[src/rtl/afs_pkg.sv]
// constants and types shared by the serial port and the ready strobe logic
// assumes one core clock at 100 MHz that also stands for the master clock

package afs_pkg;

	// clock
	localparam int CLK_PERIOD_NS   = 10;        // core clock period in ns
	localparam int SCK_MAX_MHZ     = 20;        // fastest serial clock the host may use
	localparam int SCK_MIN_PERIOD_CYC = (1000 / SCK_MAX_MHZ) / CLK_PERIOD_NS; // shortest-period floor in core cycles

	// pin synchroniser
	localparam int SYNC_STAGES     = 3;         // flip-flops per asynchronous pin
	localparam int PIN_CS          = 0;         // index of chip select
	localparam int PIN_SCK         = 1;         // index of serial clock
	localparam int PIN_SDI         = 2;         // index of serial data in
	localparam int NUM_PINS        = 3;

	// command word
	localparam int CMD_BITS        = 8;         // bits in a command or data word
	localparam int CMD_READ_BIT    = 0;         // command bit that selects a read
	localparam int ADDR_W          = 7;         // address field above the read bit
	localparam int BIT_CNT_W       = 3;
	localparam logic [BIT_CNT_W-1:0] BIT_LAST = 3'h7;

	// clock tree for the conversion timebase
	localparam int PRE_W           = 2;         // analog clock divider code width
	localparam int DEC_W           = 3;         // decimation ratio code width
	localparam int DM_DIV_LOG2     = 2;         // sample clock is analog clock over four
	localparam int OSR_MIN_LOG2    = 5;         // smallest decimation ratio is 32
	localparam int HALF_DM_LOG2    = 1;         // half a sample period is two analog clocks
	localparam int RDY_CNT_W       = 18;        // holds the longest output word period

	// reset values
	localparam logic SYNC_RST      = 1'b1;      // pins read as idle high during reset
	localparam logic OE_N_RST      = 1'b1;      // drivers released during reset

	// serial port states
	typedef enum logic [1:0] {
		ST_IDLE,
		ST_CMD,
		ST_WRITE,
		ST_READ
	} afs_state_type;

endpackage

[src/rtl/afs_rdy_if.sv]
// carrier between the serial port top and the ready strobe generator
// assumes both ends run on the core clock

`timescale 1ns/1ps

interface afs_rdy_if;
	import afs_pkg::*;

	logic             drive_sel;  // one drives idle high, zero floats idle
	logic [PRE_W-1:0] pre_code;   // analog clock divider code
	logic [DEC_W-1:0] dec_code;   // decimation ratio code
	logic             strobe_o;   // ready pin output level
	logic             strobe_oe_n; // ready pin driver enable, low drives
	logic             conv_done;  // one-cycle pulse at each conversion end

	modport ctrl (output drive_sel, output pre_code, output dec_code,
		input strobe_o, input strobe_oe_n, input conv_done);
	modport gen (input drive_sel, input pre_code, input dec_code,
		output strobe_o, output strobe_oe_n, output conv_done);
endinterface

[src/rtl/afs_rdy_gen.sv]
// conversion-ready strobe generator: timebase from master clock, divider and decimation
// assumes a synchronised active-low reset and a clock enable from the top

`timescale 1ns/1ps

module afs_rdy_gen
	import afs_pkg::*;
(
	// clock and reset
	input  wire logic clk,
	input  wire logic rst_n,
	input  wire logic ce,
	// configuration and pin
	afs_rdy_if.gen    rdy
);

	typedef struct packed {
		logic [RDY_CNT_W-1:0] cnt;   // core cycles into the output word period
		logic                 out;   // registered pin level
		logic                 oe_n;  // registered driver enable
		logic                 done;  // conversion end pulse
	} afs_gen_type;

	afs_gen_type r_ff;        // registered state
	afs_gen_type nxt_r;       // next state
	logic [RDY_CNT_W-1:0] last;   // final count of a word period
	logic [RDY_CNT_W-1:0] half;   // low time, half a sample period
	logic                 pulse;  // strobe active this cycle

	// period is four times prescale times decimation ratio core cycles
	always_comb begin
		last = (RDY_CNT_W'(1) << (DM_DIV_LOG2 + OSR_MIN_LOG2 + rdy.pre_code
			+ rdy.dec_code)) - RDY_CNT_W'(1);
		half = RDY_CNT_W'(1) << (HALF_DM_LOG2 + rdy.pre_code);
	end

	// counter wraps at each conversion end; strobe low for the first half sample period
	always_comb begin
		nxt_r      = r_ff;
		nxt_r.done = 1'b0;
		// a shrunk period after a code change wraps at once rather than running long
		if (r_ff.cnt >= last) begin
			nxt_r.cnt  = '0;
			nxt_r.done = 1'b1;
		end else begin
			nxt_r.cnt = r_ff.cnt + RDY_CNT_W'(1);
		end
		// the strobe ends by itself; no host read is needed to release it
		pulse = (r_ff.cnt < half);
		if (rdy.drive_sel) begin
			nxt_r.oe_n = 1'b0;
			nxt_r.out  = ~pulse;
		end else begin
			// float when idle, drive low only during the pulse
			nxt_r.oe_n = ~pulse;
			nxt_r.out  = 1'b0;
		end
	end

	// state register; reset holds the pin released and the timebase stopped
	always_ff @(posedge clk or negedge rst_n) begin
		if (!rst_n) begin
			r_ff.cnt  <= '0;
			r_ff.out  <= 1'b1;
			r_ff.oe_n <= OE_N_RST;
			r_ff.done <= 1'b0;
		end else if (ce) begin
			r_ff <= nxt_r;
		end
	end

	assign rdy.strobe_o    = r_ff.out;
	assign rdy.strobe_oe_n = r_ff.oe_n;
	assign rdy.conv_done   = r_ff.done;

endmodule

[src/rtl/afs_top.sv]
// serial port and ready strobe of a six-channel converter front end
// assumes serial pins come from an outside master, oversampled by the core clock
// assumes the register file sits outside, reached by the address and data ports

`timescale 1ns/1ps

module afs_top
	import afs_pkg::*;
(
	// clock, reset and enable
	input  wire logic              CORE_CLK,
	input  wire logic              RESETN,
	input  wire logic              CE,
	// serial pins from the host
	input  wire logic              CS_N,
	input  wire logic              SCK,
	input  wire logic              SDI,
	output logic                   SDO_O,
	output logic                   SDO_OE_N,
	// register access toward the register file
	output logic [ADDR_W-1:0]      RD_ADDR,
	input  wire logic [CMD_BITS-1:0] RD_DATA,
	output logic [ADDR_W-1:0]      WR_ADDR,
	output logic [CMD_BITS-1:0]    WR_DATA,
	output logic                   WR_STROBE,
	output logic                   PORT_BUSY,
	// configuration bits
	input  wire logic              READY_PIN_DRIVE_SELECT,
	input  wire logic              EXTERNAL_CLOCK_SELECT,
	input  wire logic              EXTERNAL_REFERENCE_SELECT,
	input  wire logic [PRE_W-1:0]  ANALOG_CLK_DIV_CODE,
	input  wire logic [DEC_W-1:0]  DECIMATION_RATIO_CODE,
	// clock and reference controls toward the analog side
	output logic                   CRYSTAL_OSC_EN,
	output logic                   CLK_IN_DIRECT,
	output logic                   INT_REF_EN,
	output logic                   REF_SWITCH_EN,
	// conversion ready strobe pin and status
	output logic                   CONVERSION_READY_STROBE_N_O,
	output logic                   CONVERSION_READY_STROBE_N_OE_N,
	output logic                   CONV_DONE
);

	typedef struct packed {
		logic [NUM_PINS-1:0][SYNC_STAGES-1:0] sync; // three-stage pin synchronisers
		logic [NUM_PINS-1:0] filt;       // accepted pin level, stages two and three agreed
		logic [NUM_PINS-1:0] filt_d;     // accepted level one cycle back, for edges
		afs_state_type       state;      // transaction phase
		logic [BIT_CNT_W-1:0] bit_cnt;   // bits of the current word
		logic [CMD_BITS-1:0] sh_in;      // input shift register
		logic [CMD_BITS-1:0] sh_out;     // output shift register
		logic                load_pend;  // fetch read data next cycle
		logic [ADDR_W-1:0]   addr;       // running register address
		logic [CMD_BITS-1:0] wr_data;    // last received data word
		logic                wr_stb;     // write pulse
		logic                sdo;        // output data level
		logic                sdo_oe_n;   // output driver enable
		logic                osc_en;     // crystal oscillator enable
		logic                ref_en;     // internal reference enable
	} afs_top_type;

	logic        rst_meta_ff;   // reset release first stage
	logic        rst_n_ff;      // synchronised reset used everywhere
	afs_top_type r_ff;          // registered state
	afs_top_type nxt_r;         // next state
	logic        sck_rise;      // accepted rising serial clock edge
	logic        sck_fall;      // accepted falling serial clock edge
	logic        cs_fall;       // accepted chip select falling edge
	logic        cs_high;       // chip select accepted as high
	logic [NUM_PINS-1:0] pins;  // raw pins in synchroniser order

	afs_rdy_if rdy ();          // link to the ready strobe generator

	// reset asserts at once and releases two edges later
	always_ff @(posedge CORE_CLK or negedge RESETN) begin
		if (!RESETN) begin
			rst_meta_ff <= 1'b0;
			rst_n_ff    <= 1'b0;
		end else begin
			rst_meta_ff <= 1'b1;
			rst_n_ff    <= rst_meta_ff;
		end
	end

	// configuration passes straight to the generator; it is static between changes
	assign rdy.drive_sel = READY_PIN_DRIVE_SELECT;
	assign rdy.pre_code  = ANALOG_CLK_DIV_CODE;
	assign rdy.dec_code  = DECIMATION_RATIO_CODE;

	// ready strobe runs free of the serial port
	afs_rdy_gen u_rdy_gen (
		.clk   (CORE_CLK),
		.rst_n (rst_n_ff),
		.ce    (CE),
		.rdy   (rdy.gen)
	);

	// pin vector in the order of the index constants
	always_comb begin
		pins          = '0;
		pins[PIN_CS]  = CS_N;
		pins[PIN_SCK] = SCK;
		pins[PIN_SDI] = SDI;
	end

	// edges seen only on accepted levels; serial clock is just another async pin
	always_comb begin
		sck_rise = r_ff.filt[PIN_SCK] & ~r_ff.filt_d[PIN_SCK];
		sck_fall = ~r_ff.filt[PIN_SCK] & r_ff.filt_d[PIN_SCK];
		cs_fall  = ~r_ff.filt[PIN_CS] & r_ff.filt_d[PIN_CS];
		cs_high  = r_ff.filt[PIN_CS];
	end

	// next state: synchronisers, transaction sequencer and static controls
	always_comb begin
		nxt_r        = r_ff;
		nxt_r.wr_stb = 1'b0;
		// first stage feeds only the second; acceptance compares stages two and three
		for (int i = 0; i < NUM_PINS; i++) begin
			nxt_r.sync[i] = {r_ff.sync[i][SYNC_STAGES-2:0], pins[i]};
			if (r_ff.sync[i][1] == r_ff.sync[i][2]) begin
				nxt_r.filt[i] = r_ff.sync[i][2];
			end
		end
		nxt_r.filt_d = r_ff.filt;
		// analog controls follow their select bits
		nxt_r.osc_en = ~EXTERNAL_CLOCK_SELECT;
		nxt_r.ref_en = ~EXTERNAL_REFERENCE_SELECT;

		if (cs_high) begin
			// deselected: drop the transaction, float the output, decode nothing
			nxt_r.state     = ST_IDLE;
			nxt_r.sdo_oe_n  = 1'b1;
			nxt_r.load_pend = 1'b0;
			nxt_r.bit_cnt   = '0;
		end else begin
			unique case (r_ff.state)
				ST_IDLE: begin
					// select low without a seen falling edge is not a frame
					if (cs_fall) begin
						nxt_r.state   = ST_CMD;
						nxt_r.bit_cnt = '0;
					end
				end
				ST_CMD: begin
					// command byte: output floats, mode 1,1 leading fall is ignored
					nxt_r.sdo_oe_n = 1'b1;
					if (sck_rise) begin
						nxt_r.sh_in   = {r_ff.sh_in[CMD_BITS-2:0], r_ff.filt[PIN_SDI]};
						nxt_r.bit_cnt = r_ff.bit_cnt + BIT_CNT_W'(1);
						if (r_ff.bit_cnt == BIT_LAST) begin
							// eighth bit completes the command word
							nxt_r.addr = r_ff.sh_in[CMD_BITS-2:CMD_BITS-1-ADDR_W];
							if (r_ff.filt[PIN_SDI] == 1'b1 && CMD_READ_BIT == 0) begin
								nxt_r.state     = ST_READ;
								nxt_r.load_pend = 1'b1;
							end else begin
								nxt_r.state = ST_WRITE;
							end
						end
					end
				end
				ST_WRITE: begin
					// write: output stays released for the whole frame
					nxt_r.sdo_oe_n = 1'b1;
					if (sck_rise) begin
						nxt_r.sh_in   = {r_ff.sh_in[CMD_BITS-2:0], r_ff.filt[PIN_SDI]};
						nxt_r.bit_cnt = r_ff.bit_cnt + BIT_CNT_W'(1);
						if (r_ff.bit_cnt == BIT_LAST) begin
							nxt_r.wr_data = {r_ff.sh_in[CMD_BITS-2:0], r_ff.filt[PIN_SDI]};
							nxt_r.wr_stb  = 1'b1;
							// the address moved on only after the strobe leaves
						end
					end
					if (r_ff.wr_stb) begin
						nxt_r.addr = r_ff.addr + ADDR_W'(1);
					end
				end
				ST_READ: begin
					// read: input pin is no longer looked at
					if (r_ff.load_pend) begin
						nxt_r.sh_out    = RD_DATA;
						nxt_r.load_pend = 1'b0;
					end
					if (sck_fall) begin
						// new bit goes out on each falling edge, msb first
						nxt_r.sdo      = r_ff.sh_out[CMD_BITS-1];
						nxt_r.sdo_oe_n = 1'b0;
						nxt_r.sh_out   = {r_ff.sh_out[CMD_BITS-2:0], 1'b0};
						nxt_r.bit_cnt  = r_ff.bit_cnt + BIT_CNT_W'(1);
						if (r_ff.bit_cnt == BIT_LAST) begin
							// streaming read moves to the next address
							nxt_r.addr      = r_ff.addr + ADDR_W'(1);
							nxt_r.load_pend = 1'b1;
						end
					end
				end
			endcase
		end
	end

	// state register; hard reset idles the port, sets pins idle high and both analog enables on, and releases every driver
	always_ff @(posedge CORE_CLK or negedge rst_n_ff) begin
		if (!rst_n_ff) begin
			r_ff.sync      <= {(NUM_PINS*SYNC_STAGES){SYNC_RST}};
			r_ff.filt      <= {NUM_PINS{SYNC_RST}};
			r_ff.filt_d    <= {NUM_PINS{SYNC_RST}};
			r_ff.state     <= ST_IDLE;
			r_ff.bit_cnt   <= '0;
			r_ff.sh_in     <= '0;
			r_ff.sh_out    <= '0;
			r_ff.load_pend <= 1'b0;
			r_ff.addr      <= '0;
			r_ff.wr_data   <= '0;
			r_ff.wr_stb    <= 1'b0;
			r_ff.sdo       <= 1'b0;
			r_ff.sdo_oe_n  <= OE_N_RST;
			r_ff.osc_en    <= 1'b1;
			r_ff.ref_en    <= 1'b1;
		end else if (CE) begin
			r_ff <= nxt_r;
		end
	end

	// outputs
	assign SDO_O                          = r_ff.sdo;
	assign SDO_OE_N                       = r_ff.sdo_oe_n;
	assign RD_ADDR                        = r_ff.addr;
	assign WR_ADDR                        = r_ff.addr;
	assign WR_DATA                        = r_ff.wr_data;
	assign WR_STROBE                      = r_ff.wr_stb;
	assign PORT_BUSY                      = (r_ff.state != ST_IDLE);
	assign CRYSTAL_OSC_EN                 = r_ff.osc_en;
	assign CLK_IN_DIRECT                  = ~r_ff.osc_en;
	assign INT_REF_EN                     = r_ff.ref_en;
	assign REF_SWITCH_EN                  = r_ff.ref_en;
	assign CONVERSION_READY_STROBE_N_O    = rdy.strobe_o;
	assign CONVERSION_READY_STROBE_N_OE_N = rdy.strobe_oe_n;
	assign CONV_DONE                      = rdy.conv_done;

endmodule

[config.mk]
export PLATFORM = sky130hd
export DESIGN_NAME = afs_top
export DESIGN_NICKNAME = d
export VERILOG_FILES = /design/src/rtl/afs_pkg.sv /design/src/rtl/afs_rdy_if.sv /design/src/rtl/afs_rdy_gen.sv /design/src/rtl/afs_top.sv
export SDC_FILE = /design/constraint.sdc
export NUM_CORES = 1
export LEC_CHECK = 0
export BUFFER_PORTS_ARGS = -buffer_cell sky130_fd_sc_hd__clkbuf_2
export CELL_PAD_IN_SITES_DETAIL_PLACEMENT = 1
export CELL_PAD_IN_SITES_GLOBAL_PLACEMENT = 1
export CORE_ASPECT_RATIO = 0.8
export CORE_MARGIN = 5
export CORE_UTILIZATION = 42
export CTS_CLUSTER_DIAMETER = 200
export DETAILED_ROUTE_END_ITERATION = 10
export PLACE_DENSITY_LB_ADDON = 0.1
export SYNTH_ARGS = -nofsm -noshare
export SYNTH_HDL_FRONTEND = slang
export SYNTH_HIERARCHICAL = 1
export SYNTH_SLANG_ARGS = --single-unit
export TNS_END_PERCENT = 1
[constraint.sdc]
create_clock -name CORE_CLK -period 2.2 [get_ports CORE_CLK]
set_input_delay 0.44 -clock CORE_CLK [delete_from_list [all_inputs] [get_ports CORE_CLK]]
set_output_delay 0.44 -clock CORE_CLK [all_outputs]
set_load 0.02 [all_outputs]
==> flow_metrics.tcl <==
set metrics [dict create \
    antenna_found_initial 0 \
    synthCells 541 \
    reg2reg_from "u_rdy_gen/r_ff[12]" \
    die_h_um 110 \
    grt-ovfl-total 0 \
    setup_viol_count_final 19 \
    reg2regPathDepth 7 \
    setup_slack_ps -1660 \
    fin_area_mm2 0.00663 \
    r2r-end "u_rdy_gen/r_ff[8]" \
    viasPerCell 5.31 \
    grt_use_total_pct 19.6 \
    endpoint_kind "flop" \
    synth_warnings 6 \
    dr.pass1.iters 4 \
    critPathLaunch "DECIMATION_RATIO_CODE[1]" \
    placed_area_mm2 0.00613 \
    final.setup_skew_ps 6.02 \
    netlist_area_mm2 0.00530 \
    maxCapViolCount 0 \
    drc 0 \
    syn_to_final_growth_pct 25.1 \
    antenna_left 0 \
    min-delay-start "EXTERNAL_CLOCK_SELECT" \
    antenna_cells 0 \
    clockRootBuffer "clkbuf_16" \
    vias 4355 \
    max-clock-path-buffers 2 \
    status "finished, violations left" \
    nFillCells 1411 \
    cp.arrival_ps 4130 \
    wl_per_cell_um 17.2 \
    row_count 36 \
    fin_hold_ws_ps 231 \
    worst_slew_pin_slew_ps 542 \
    cts.reportedPaths.clkPinSlew_ps 70 \
    vdd_drop_max_mv 0.593 \
    port_buffers 54 \
    final_cell_mix "buf_4, dfrtp_1, clkbuf_2" \
    layout-drive-gt1-share_pct 38.7 \
    insertion_delay_ps 350 \
    synth_edf_count 0 \
    violations "setup timing" \
    setup-tns-final_ps -28030 \
    wirelength_um 14100 \
    cts_sinks 78 \
    fmax_mhz 259 \
    dieWidth_um 136 \
    drt-initial-drc-count 233 \
    p_leak_nw 3.09 \
    timing.reg2reg.setup_slack_ps 50 \
    fp.dieArea_mm2 0.0150 \
    rsz0062_at_grt "yes" \
    core_area_mm2 0.0123 \
    worstSetupEndpoint "u_rdy_gen/r_ff[8]" \
    numCtsBuffers 9 \
    start_util_pct 43.3 \
    synth_ff_type "dfrtp_1" \
    yosysSeqAreaShare_pct 37.3 \
    min-delay-path-class "in2reg" \
    power.density_mw_per_mm2 933 \
    ios 55 \
    multi_input_area_mm2 0.00311 \
    period_share_pct 175 \
    synth.avg_cell_area_um2 9.80 \
    grt_pass1_wl_um 23700 \
    slew_violations 0 \
    final_common_cell "buf_4" \
    ys_ff_latch 78 \
    dpl.hpwl_um 10600 \
    relSlewSlack_pct 63.8 \
    cp-start-kind "input pin" \
    first_global_vias 4657 \
    synthesis.nets 603 \
    hold_viol_final 0 \
    fin_nets 706 \
    cp.required_ps 2470 \
    yosysUniqueCellTypes 77 \
    crit_fanout 5 \
    cts_tree "yes" \
    critical_path_class "in2reg" \
    place.gp.congestion 0.825 \
    synth-async-reset-ratio_pct 100 \
    power.total_mw 6.19 \
    htreeDepth 3 \
    min_period_ps 3860 \
    ff_latch_area_mm2 0.00198 \
    grt_max_degree 42 \
]
flip-flops by register name (all words and copies together), names as in the netlist, 7 cells and up:
register,count
WR_DATA,8
u_rdy_gen/r_ff,18
nxt_r,8
RD_ADDR,7
r_ff,26
how the worst min path moves through the flow:
stage / to / cells after the start
global placement: rst_meta_ff / 1
detailed placement: rst_meta_ff / 1
CTS: INT_REF_EN / 2
global route: CRYSTAL_OSC_EN / 2
floorplan: rst_meta_ff / 0
finish: CRYSTAL_OSC_EN / 2
critical path, cell delays in order:
cell and delay, ps:
clkbuf_16 120, inv_12 30, ha_4 230, inv_4 50, ha_4 110, inv_2 40
fa_2 450, o211ai_4 230, nor2_4 70, nand2_2 110, ha_4 160, o21ai_4 80
or2_1 270, or3_1 370, o221ai_2 100, ha_4 240, nand3_1 70, a31oi_1 90
a211oi_2 230, o211ai_1 170, or3_1 390, o221ai_2 70
stage by stage:
step                      setup slack, ps  utilization (%)  cells
after floorplan                     -1820                -    541
after global placement              -2080             50.0    797
after detailed placement            -2180             50.0    797
after CTS                           -1660             53.5    818
after global routing                -1810             54.1    820
final                               -1660             54.1    820
power by group:
group | leakage, nW | internal, mW | switching, mW
registers | 0.976 | 1.80 | 0.362
clock network | 0.149 | 0.808 | 0.705
logic | 1.96 | 1.15 | 1.36
total | 3.09 | 3.76 | 2.43
layer usage:
layer,part of all wire (%),vias up,global-route usage (%)
met3,4.9,12,5.32
met4,0.98,0,5.24
met2,46,82,29.5
met1,48,2135,27.8
met5,0,-,0
li1,-,2126,-
area by class of cell:
class                   count  area share [%]
multi-input cells         393            46.9
flip-flops and latches     78            29.8
repair buffers            130            13.4
clock buffers               9            3.40
well taps                 171            3.23
inverters                  32            2.08
clock inverters             7            1.15
Yosys cell counts (13+ instances only):
cell type | count | area, um^2
mux2_2 | 27 | 304
a21oi_1 | 22 | 110
ha_1 | 39 | 488
buf_4 | 24 | 180
inv_1 | 32 | 120
nand2_1 | 51 | 191
mux2i_1 | 13 | 130
o21ai_0 | 30 | 150
dfrtp_1 | 59 | 1480
nand3_1 | 16 | 80.1
nor2_1 | 34 | 128
dfstp_2 | 19 | 499
logic make-up after synthesis:
logic type | synth area share, %
fa+ha+maj | 9.58
buf+inv | 7.11
flops | 37.3
xor+xnor | 2.97
mux | 9.04
simple gates | 16.0
other cells | 0.142
compound gates | 17.9
repair_timing:
action	4_1_cts	5_1_grt
hold endpoints to repair	2	0
resized for setup	19	18
hold buffers	1	0
endpoints found under the setup margin	19	23
setup buffers	4	2
gates cloned	0	0
pin swaps	19	18
(Power assumes the default switching activity.)
